File: src/verilog/acc_add_defs.svh
// constants for the accumulator add execution block
`ifndef ACC_ADD_DEFS_SVH
`define ACC_ADD_DEFS_SVH
// upper byte of the immediate add word: 0000 1111
`define IMM_ADD_OPC 8'h0f
// upper six bits of the file add word: 0010 01
`define FILE_ADD_OPC 6'h09
// field positions inside the instruction word
`define DEST_BIT 9
`define BANK_BIT 8
`define OPC_HI_BIT 15
`define OPC_FILE_LO_BIT 10
`define OPC_IMM_LO_BIT 8
// highest file address of the lower access bank / indexed window (95)
`define INDEX_LIMIT 8'h5f
// bank that holds the upper half of the access bank
`define ACCESS_HI_BANK 4'hf
// reset values
`define ACC_RST 8'h00
`define FLAGS_RST 5'h00
`define WORD_RST 16'h0000
`define ADDR_RST 12'h000
`define BYTE_RST 8'h00
`endif

File: src/verilog/acc_add_pkg.sv
// types shared by the accumulator add execution block
package acc_add_pkg;
   // instruction quarter phases, one-hot
   typedef enum logic [4:0] {
      ST_IDLE = 5'b00001,
      ST_Q1 = 5'b00010,
      ST_Q2 = 5'b00100,
      ST_Q3 = 5'b01000,
      ST_Q4 = 5'b10000
   } phase_t;
   // status flags produced by an add
   typedef struct packed {
      logic negative;
      logic signed_range_flag;
      logic zero;
      logic half_carry_flag;
      logic carry;
   } flags_t;
   // data memory port toward the file registers
   typedef struct packed {
      logic [11:0] addr;
      logic rd;
      logic wr;
      logic [7:0] wdata;
   } file_req_t;
endpackage

File: src/verilog/accumulator_add_execution.sv
// execute stage for the two accumulator add instructions
`timescale 1ns/1ps
`include "acc_add_defs.svh"

// Function
// RQ1 - immediate add: accumulator plus literal to accumulator
// RQ2 - immediate add decoded from upper byte 0x0f
// RQ3 - file add: read file, add accumulator
// RQ4 - file add decoded from 0010 01da ffff ffff
// RQ5 - destination zero: result into accumulator
// RQ6 - destination one: result written back to file
// RQ7 - bank bit zero: address in access bank
// RQ8 - bank bit one: bank select register chooses
// RQ9 - extended set: indexed offset when address <=95
// RQ10 - both adds update five status flags
// RQ11 - one word, four quarter phases per instruction
module accumulator_add_execution (
   input wire logic clk_sys_i, // core clock, 100 MHz
   input wire logic rstn_i, // asynchronous reset, active low
   input wire logic [15:0] instr_i, // instruction word
   input wire logic instr_valid_i, // instruction word offered
   output logic instr_ready_o, // block can take a word
   input wire logic ext_set_en_i, // extended instruction set enabled
   input wire logic [3:0] bank_select_register_i, // current bank number
   input wire logic [11:0] index_base_i, // base for indexed literal offset
   output acc_add_pkg::file_req_t file_req_o, // file register request
   input wire logic [7:0] file_rdata_i, // file read data, valid in Q2
   output logic [7:0] acc_o, // working register
   output acc_add_pkg::flags_t flags_o, // status flags
   output logic done_o // pulse in the write phase
);
   import acc_add_pkg::*;

   phase_t state_reg, state_next; // current quarter phase
   logic [15:0] word_reg, word_next; // word under execution
   logic imm_reg, imm_next; // decoded as immediate add
   logic file_reg, file_next; // decoded as file add
   logic [11:0] addr_reg, addr_next; // resolved file address
   logic [7:0] opnd_reg, opnd_next; // second addend
   logic [7:0] sum_reg, sum_next; // result of the add
   flags_t pend_reg, pend_next; // flags waiting for the write phase
   logic [7:0] acc_reg, acc_next; // working register
   flags_t flags_reg, flags_next; // committed flags
   logic [7:0] file_wdata_reg, file_wdata_next; // file write data
   logic [7:0] fa; // file address field
   logic [8:0] sum9; // add with carry out
   logic [4:0] sum5; // low nibble add for half carry
   logic take; // new word accepted

   assign fa = word_reg[7:0];
   // a word is taken when idle or while the previous one writes back
   assign instr_ready_o = (state_reg == ST_IDLE) || (state_reg == ST_Q4);
   assign take = instr_valid_i && instr_ready_o;
   assign sum9 = {1'b0, acc_reg} + {1'b0, opnd_reg};
   assign sum5 = {1'b0, acc_reg[3:0]} + {1'b0, opnd_reg[3:0]};

   // next values for phase, decode, address and arithmetic
   always_comb begin
      state_next = state_reg;
      word_next = word_reg;
      imm_next = imm_reg;
      file_next = file_reg;
      addr_next = addr_reg;
      opnd_next = opnd_reg;
      sum_next = sum_reg;
      pend_next = pend_reg;
      acc_next = acc_reg;
      flags_next = flags_reg;
      file_wdata_next = file_wdata_reg;
      case (state_reg)
         ST_IDLE: begin
            // wait for a word
            if (take) begin
               word_next = instr_i;
               state_next = ST_Q1;
            end
         end
         ST_Q1: begin
            // decode and resolve the file address [RQ11]
            imm_next = (word_reg[`OPC_HI_BIT:`OPC_IMM_LO_BIT] == `IMM_ADD_OPC); // [RQ2]
            file_next = (word_reg[`OPC_HI_BIT:`OPC_FILE_LO_BIT] == `FILE_ADD_OPC); // [RQ4]
            if (word_reg[`BANK_BIT]) begin
               // bank chosen by the bank select register [RQ8]
               addr_next = {bank_select_register_i, fa};
            end else if (ext_set_en_i && (fa <= `INDEX_LIMIT)) begin
               // indexed literal offset [RQ9]
               addr_next = index_base_i + {4'h0, fa};
            end else if (fa <= `INDEX_LIMIT) begin
               // lower half of the access bank [RQ7]
               addr_next = {4'h0, fa};
            end else begin
               // upper half of the access bank [RQ7]
               addr_next = {`ACCESS_HI_BANK, fa};
            end
            state_next = ST_Q2;
         end
         ST_Q2: begin
            // fetch the second addend: literal or file register
            if (imm_reg) begin
               opnd_next = fa; // [RQ1]
            end else begin
               opnd_next = file_rdata_i; // [RQ3]
            end
            state_next = ST_Q3;
         end
         ST_Q3: begin
            // add and form the flags [RQ10]
            sum_next = sum9[7:0];
            pend_next.carry = sum9[8];
            pend_next.half_carry_flag = sum5[4];
            pend_next.zero = (sum9[7:0] == `BYTE_RST);
            pend_next.negative = sum9[7];
            pend_next.signed_range_flag = (acc_reg[7] == opnd_reg[7]) && (sum9[7] != acc_reg[7]);
            state_next = ST_Q4;
         end
         ST_Q4: begin
            // write to destination and commit flags
            if (imm_reg || file_reg) begin
               flags_next = pend_reg; // [RQ10]
            end
            if (imm_reg) begin
               acc_next = sum_reg; // [RQ1]
            end else if (file_reg && !word_reg[`DEST_BIT]) begin
               acc_next = sum_reg; // [RQ5]
            end
            if (take) begin
               word_next = instr_i;
               state_next = ST_Q1;
            end else begin
               state_next = ST_IDLE;
            end
         end
         default: begin
            state_next = ST_IDLE;
         end
      endcase
      // file write data prepared in Q3 so it is a flop in Q4
      if (state_reg == ST_Q3) begin
         file_wdata_next = sum9[7:0];
      end
   end

   // state registers
   always_ff @(posedge clk_sys_i or negedge rstn_i) begin
      if (!rstn_i) begin
         state_reg <= ST_IDLE;
         word_reg <= `WORD_RST;
         imm_reg <= 1'b0;
         file_reg <= 1'b0;
         addr_reg <= `ADDR_RST;
         opnd_reg <= `BYTE_RST;
         sum_reg <= `BYTE_RST;
         pend_reg <= `FLAGS_RST;
         acc_reg <= `ACC_RST;
         flags_reg <= `FLAGS_RST;
         file_wdata_reg <= `BYTE_RST;
      end else begin
         state_reg <= state_next;
         word_reg <= word_next;
         imm_reg <= imm_next;
         file_reg <= file_next;
         addr_reg <= addr_next;
         opnd_reg <= opnd_next;
         sum_reg <= sum_next;
         pend_reg <= pend_next;
         acc_reg <= acc_next;
         flags_reg <= flags_next;
         file_wdata_reg <= file_wdata_next;
      end
   end

   // file port: read in Q2, write back in Q4 when destination is the file
   always_comb begin
      file_req_o.addr = addr_reg;
      file_req_o.rd = (state_reg == ST_Q2) && file_reg; // [RQ3]
      file_req_o.wr = (state_reg == ST_Q4) && file_reg && word_reg[`DEST_BIT]; // [RQ6]
      file_req_o.wdata = file_wdata_reg;
   end

   assign acc_o = acc_reg;
   assign flags_o = flags_reg;
   assign done_o = (state_reg == ST_Q4);

   // phases run Q1 to Q4 without gaps
   property p_phases;
      @(posedge clk_sys_i) disable iff (!rstn_i)
      (state_reg == ST_Q1) |=> (state_reg == ST_Q2) ##1 (state_reg == ST_Q3) ##1 done_o;
   endproperty
   a_phases: assert property (p_phases) else $error("quarter phases out of order"); // [RQ11]

   // immediate add result lands in the accumulator
   property p_imm_sum;
      @(posedge clk_sys_i) disable iff (!rstn_i)
      (done_o && imm_reg) |=> (acc_o == 8'($past(acc_o) + $past(word_reg[7:0])));
   endproperty
   a_imm_sum: assert property (p_imm_sum) else $error("immediate sum wrong"); // [RQ1]

   // immediate opcode decodes as immediate add
   property p_imm_dec;
      @(posedge clk_sys_i) disable iff (!rstn_i)
      (state_reg == ST_Q1 && word_reg[15:8] == 8'h0f) |=> imm_reg && !file_reg;
   endproperty
   a_imm_dec: assert property (p_imm_dec) else $error("immediate decode wrong"); // [RQ2]

   // file add reads in Q2 and a file opcode decodes as file add
   property p_file_rd;
      @(posedge clk_sys_i) disable iff (!rstn_i)
      (state_reg == ST_Q1 && word_reg[15:10] == 6'h09) |=> file_req_o.rd;
   endproperty
   a_file_rd: assert property (p_file_rd) else $error("file add did not read"); // [RQ4]

   // file write carries the accumulator plus the data read
   property p_file_sum;
      @(posedge clk_sys_i) disable iff (!rstn_i)
      file_req_o.rd ##2 file_req_o.wr |->
         file_req_o.wdata == 8'($past(file_rdata_i, 2) + acc_o);
   endproperty
   a_file_sum: assert property (p_file_sum) else $error("file write data wrong"); // [RQ3]

   // destination zero never writes the file
   property p_dest_w;
      @(posedge clk_sys_i) disable iff (!rstn_i)
      (done_o && file_reg && !word_reg[9]) |-> !file_req_o.wr ##1 (acc_o == $past(sum_reg));
   endproperty
   a_dest_w: assert property (p_dest_w) else $error("destination zero misrouted"); // [RQ5]

   // destination one writes the file and keeps the accumulator
   property p_dest_f;
      @(posedge clk_sys_i) disable iff (!rstn_i)
      (done_o && file_reg && word_reg[9]) |-> file_req_o.wr ##1 $stable(acc_o);
   endproperty
   a_dest_f: assert property (p_dest_f) else $error("destination one misrouted"); // [RQ6]

   // bank bit one takes the bank from the bank select register
   property p_bank;
      @(posedge clk_sys_i) disable iff (!rstn_i)
      (state_reg == ST_Q1 && word_reg[8]) |=>
         file_req_o.addr == {$past(bank_select_register_i), $past(word_reg[7:0])};
   endproperty
   a_bank: assert property (p_bank) else $error("banked address wrong"); // [RQ8]

   // access bank without extended set splits at the indexed limit
   property p_access;
      @(posedge clk_sys_i) disable iff (!rstn_i)
      (state_reg == ST_Q1 && !word_reg[8] && !ext_set_en_i) |=>
         file_req_o.addr[11:8] == (($past(word_reg[7:0]) > 8'h5f) ? 4'hf : 4'h0);
   endproperty
   a_access: assert property (p_access) else $error("access bank address wrong"); // [RQ7]

   // indexed literal offset adds the base
   property p_index;
      @(posedge clk_sys_i) disable iff (!rstn_i)
      (state_reg == ST_Q1 && !word_reg[8] && ext_set_en_i && word_reg[7:0] <= 8'h5f) |=>
         file_req_o.addr == 12'($past(index_base_i) + {4'h0, $past(word_reg[7:0])});
   endproperty
   a_index: assert property (p_index) else $error("indexed address wrong"); // [RQ9]

   // zero and negative follow the result
   property p_flags;
      @(posedge clk_sys_i) disable iff (!rstn_i)
      (done_o && (imm_reg || file_reg)) |=>
         flags_o.zero == ($past(sum_reg) == 8'h00) && flags_o.negative == $past(sum_reg[7]);
   endproperty
   a_flags: assert property (p_flags) else $error("flags wrong"); // [RQ10]

   c_imm: cover property (@(posedge clk_sys_i) disable iff (!rstn_i) done_o && imm_reg);
   c_file_wr: cover property (@(posedge clk_sys_i) disable iff (!rstn_i) file_req_o.wr);
   c_index: cover property (@(posedge clk_sys_i) disable iff (!rstn_i)
      done_o && file_reg && ext_set_en_i && !word_reg[8]);
   c_ovf: cover property (@(posedge clk_sys_i) disable iff (!rstn_i) flags_o.signed_range_flag);
endmodule

File: config.mk
export PLATFORM = sky130hd
export DESIGN_NAME = accumulator_add_execution
export DESIGN_NICKNAME = d
export VERILOG_FILES = /design/src/verilog/acc_add_pkg.sv /design/src/verilog/accumulator_add_execution.sv
export VERILOG_INCLUDE_DIRS = /design/src /design/src/verilog
export SDC_FILE = /design/constraint.sdc
export NUM_CORES = 1
export LEC_CHECK = 0
export ABC_AREA = 1
export BUFFER_PORTS_ARGS = -buffer_cell sky130_fd_sc_hd__clkbuf_2
export CELL_PAD_IN_SITES_DETAIL_PLACEMENT = 2
export CELL_PAD_IN_SITES_GLOBAL_PLACEMENT = 2
export CORE_ASPECT_RATIO = 2
export CORE_MARGIN = 5
export CORE_UTILIZATION = 34
export DETAILED_ROUTE_END_ITERATION = 16
export GPL_ROUTABILITY_DRIVEN = 1
export PLACE_DENSITY = 0.91
export SYNTH_ARGS = -nofsm -noshare
export SYNTH_HDL_FRONTEND = slang
export SYNTH_SLANG_ARGS = --single-unit
File: constraint.sdc
create_clock -name clk_sys_i -period 3.2 [get_ports clk_sys_i]
set_input_delay 0.96 -clock clk_sys_i [delete_from_list [all_inputs] [get_ports clk_sys_i]]
set_output_delay 0.96 -clock clk_sys_i [all_outputs]
set_load 0.005 [all_outputs]
==> flow_metrics.env <==
export IMPL_die_area_sq_mm=0.0133
export IMPL_grt_pass1_wl_um=21400
export IMPL_cts_buffer_depth=2
export IMPL_die_width_um=84.2
export IMPL_skew_ns=0.00939
export IMPL_path_delay_family="simple AND/OR/NAND/NOR gates"
export IMPL_cp_max_fo=3
export IMPL_clkTransAtPathRegs_ns=0.06
export IMPL_combinationalPowerShare_pct=38.5
export IMPL_cp_required_ns=2.24
export IMPL_ys_flop_type="dfrtp_1"
export IMPL_initial_utilization_pct=34.4
export IMPL_synth_top_area_cell="dfrtp_1"
export IMPL_switching_share_pct=41.6
export IMPL_synthArstFlopShare_pct=100
export IMPL_drv_slew=0
export IMPL_finalCriticalPeriod_ns=2.54
export IMPL_antenna_left=0
export IMPL_seq_power_share_pct=36.6
export IMPL_synth_common_cells="149 x nand2_1, 67 x dfrtp_1, 51 x inv_1"
export IMPL_critPathSlowestCell="dfrtp_1"
export IMPL_holdBufCountCts=0
export IMPL_rows=54
export IMPL_placed_area_sq_mm=0.00430
export IMPL_synth_most_common_cell="nand2_1"
export IMPL_cts_tree="yes"
export IMPL_root_buffer="clkbuf_16"
export IMPL_maxUsedRoutingLayer="met4"
export IMPL_dp_hpwl_um=10600
export IMPL_netlist_area_leader_share_pct=44.8
export IMPL_internal_power_uw=2320
export IMPL_route_met2_wl_um=8220
export IMPL_syn_area_sq_mm=0.00374
export IMPL_finalSetupViolCount=0
export IMPL_drcViolationCount=0
export IMPL_grt_pass1_vias=4300
export IMPL_cts_buffers=9
export IMPL_clkLatencyLatePin_ns=0.33
export IMPL_dr_total_vias=3584
export IMPL_synth_seq_cells=68
export IMPL_wirelength_um=13300
export IMPL_crit_path_end_kind="primary output"
export IMPL_status="finished clean"
export IMPL_antenna_found_initial=0
export IMPL_io_buffers=80
export IMPL_yosys_warnings=0
export IMPL_grt_overflow_total=0
export IMPL_synth_edf_count=0
export IMPL_synth_nets=531
export IMPL_via_per_inst=5.13
export IMPL_m1WireLength_um=4290
export IMPL_fin_tns_setup_ns=0
export IMPL_gr_usage_all_layers_pct=20.6
export IMPL_syn_avg_cell_area_sq_um=7.98
export IMPL_finalWeightedCongestion=0.936
export IMPL_drv_cap=0
export IMPL_worstSetupStartpointType="flip-flop"
export IMPL_cpMostUsedCell="inv_1"
export IMPL_worst_path_buf_inv=3
export IMPL_n_antenna_cell=0
export IMPL_final_area_sq_mm=0.00459
export IMPL_clock_power_share_pct=24.9
export IMPL_drive_gt1_share_pct=20.6
export IMPL_worst_slew_pin_slew_ns=0.693
export IMPL_cp_cell_sequence="nor2_2, inv_1, nor4_4, inv_1, nor2_1, clkbuf_2"
export IMPL_die_height_um=158
export IMPL_yosysSeqAreaShare_pct=45.5
export IMPL_rsz0062_at_grt="no"
export IMPL_p_per_area_mw_per_mm2=866
export IMPL_slew_headroom_pct=53.8
export IMPL_max_freq_ghz=0.393
export IMPL_htree_levels=3
export IMPL_post_cts_resized=0
export IMPL_post_cts_buffers=0
export IMPL_critPathMaxStageDelay_ns=0.41
export IMPL_hold_violations=0
export IMPL_dr_pass1_iters=4
export IMPL_ios=81
export IMPL_cts_sinks=68
export IMPL_worstSetupPathType="reg -> out"
export IMPL_wl_per_cell_um=19.1
export IMPL_grt_start_max_net_pins=43
export IMPL_yosysUniqueCellTypes=39
export IMPL_timing_final_crit_share_pct=79.5
export IMPL_finalNetCount=615
export IMPL_largest_register_ffs=16
export IMPL_hp_class="reg -> reg"
export IMPL_reg2reg_slack_ns=0.96
export IMPL_drt_iter0_drc=68
export IMPL_dr_wl_met3_um=377
export IMPL_area_growth_pct=22.7
export IMPL_synthTopCellsByArea="dfrtp_1 45%, nand2_1 15%, ha_1 5.4%"
export IMPL_synthCells=469
export IMPL_irDropWorstVdd_v=0.000322
export IMPL_p_switching_uw=1650
export IMPL_p_leak_uw=0.00247
export IMPL_arrival_ns=1.58
export IMPL_coreArea_sq_mm=0.0109
## final cells by class
| class | instances | area, sq um |
|---|---|---|
| clock buffer | 10 | 229 |
| clock inverter | 6 | 65.1 |
| fill | 1270 | 6290 |
| inverter | 52 | 195 |
| multi-input combinational | 336 | 1770 |
| sequential | 68 | 1700 |
| tap | 140 | 175 |
| timing repair buffer | 86 | 458 |
## tightest hold or removal path: cells and delay by family, from the launching register on
kind / cells / cell delay [ns]
flip-flops: 1 / 0.34
AND/OR/NAND/NOR: 2 / 0.11
## through the flow
step                      std cells  utilization [%]  hold slack [ns]  worst slack [ns]  total power (uW)
after CTS                       698             42.2            0.488             0.604              4030
final                           698             42.2            0.483             0.655              3980
after floorplan                 469                -            0.446             0.929              2360
after detailed placement        682             39.5            0.474             0.564              3000
after global routing            698             42.2            0.510             0.554              4280
after global placement          682             39.5            0.457             0.623              2840
## layout by cell type, fill, tap and decap left out, types with 2 or more instances in the layout
master | synthesis | routed
clkbuf_2 | 0 | 79
o211ai_1 | 2 | 2
mux2_4 | 4 | 4
a21oi_1 | 28 | 28
or2_2 | 2 | 2
fa_1 | 2 | 2
a31oi_1 | 8 | 8
nand3b_1 | 2 | 2
clkinv_4 | 0 | 2
nand2_1 | 149 | 149
xor2_1 | 4 | 4
dfrtp_1 | 67 | 67
a21o_1 | 3 | 3
clkinv_2 | 0 | 2
nand4_1 | 7 | 7
nor3_1 | 2 | 2
ha_1 | 16 | 16
o21ai_0 | 26 | 26
buf_4 | 1 | 5
clkbuf_16 | 0 | 9
nand3_1 | 25 | 25
inv_1 | 51 | 51
nor2_1 | 41 | 41
## cells by family (layout without fill, tap and decap cells)
| family | count (synthesis) | count (layout) | share of synthesized area (%) |
|---|---|---|---|
| flops | 68 | 68 | 45.5 |
| fa+ha+maj | 18 | 18 | 6.42 |
| compound gates | 74 | 74 | 11.3 |
| mux | 5 | 5 | 1.91 |
| xor+xnor | 5 | 5 | 1.17 |
| buf+inv | 65 | 154 | 7.26 |
| simple gates | 234 | 234 | 26.5 |
## worst paths after layout
kind                               from            end  cells after the start
setup reg to reg           state_reg[0]    word_reg[8]                      8
max in group asynchronous        rstn_i   state_reg[0]                      2
hold / removal               flags_o[2]     flags_o[2]                      2
min in group asynchronous        rstn_i       acc_o[4]                      1
hold reg to reg              flags_o[2]     flags_o[2]                      2
setup / recovery           state_reg[1]  file_req_o[9]                      6
## power groups by stage
stage               combinational [uW]  sequential, uW  clock [uW]
global route                      1740            1490        1050
CTS                               1570            1460        1010
global placement                  1410            1430           0
floorplan                         1010            1350           0
finish                            1530            1450         991
detailed placement                1530            1460           0
## routing by layer
layer | GRT usage, % | vias up
li1 | - | 1686
met1 | 18.2 | 1788
met2 | 44.4 | 81
met3 | 2.69 | 29
met4 | 8.67 | 0
met5 | 0 | -
No activity file was read; power rests on OpenSTA's default activity.
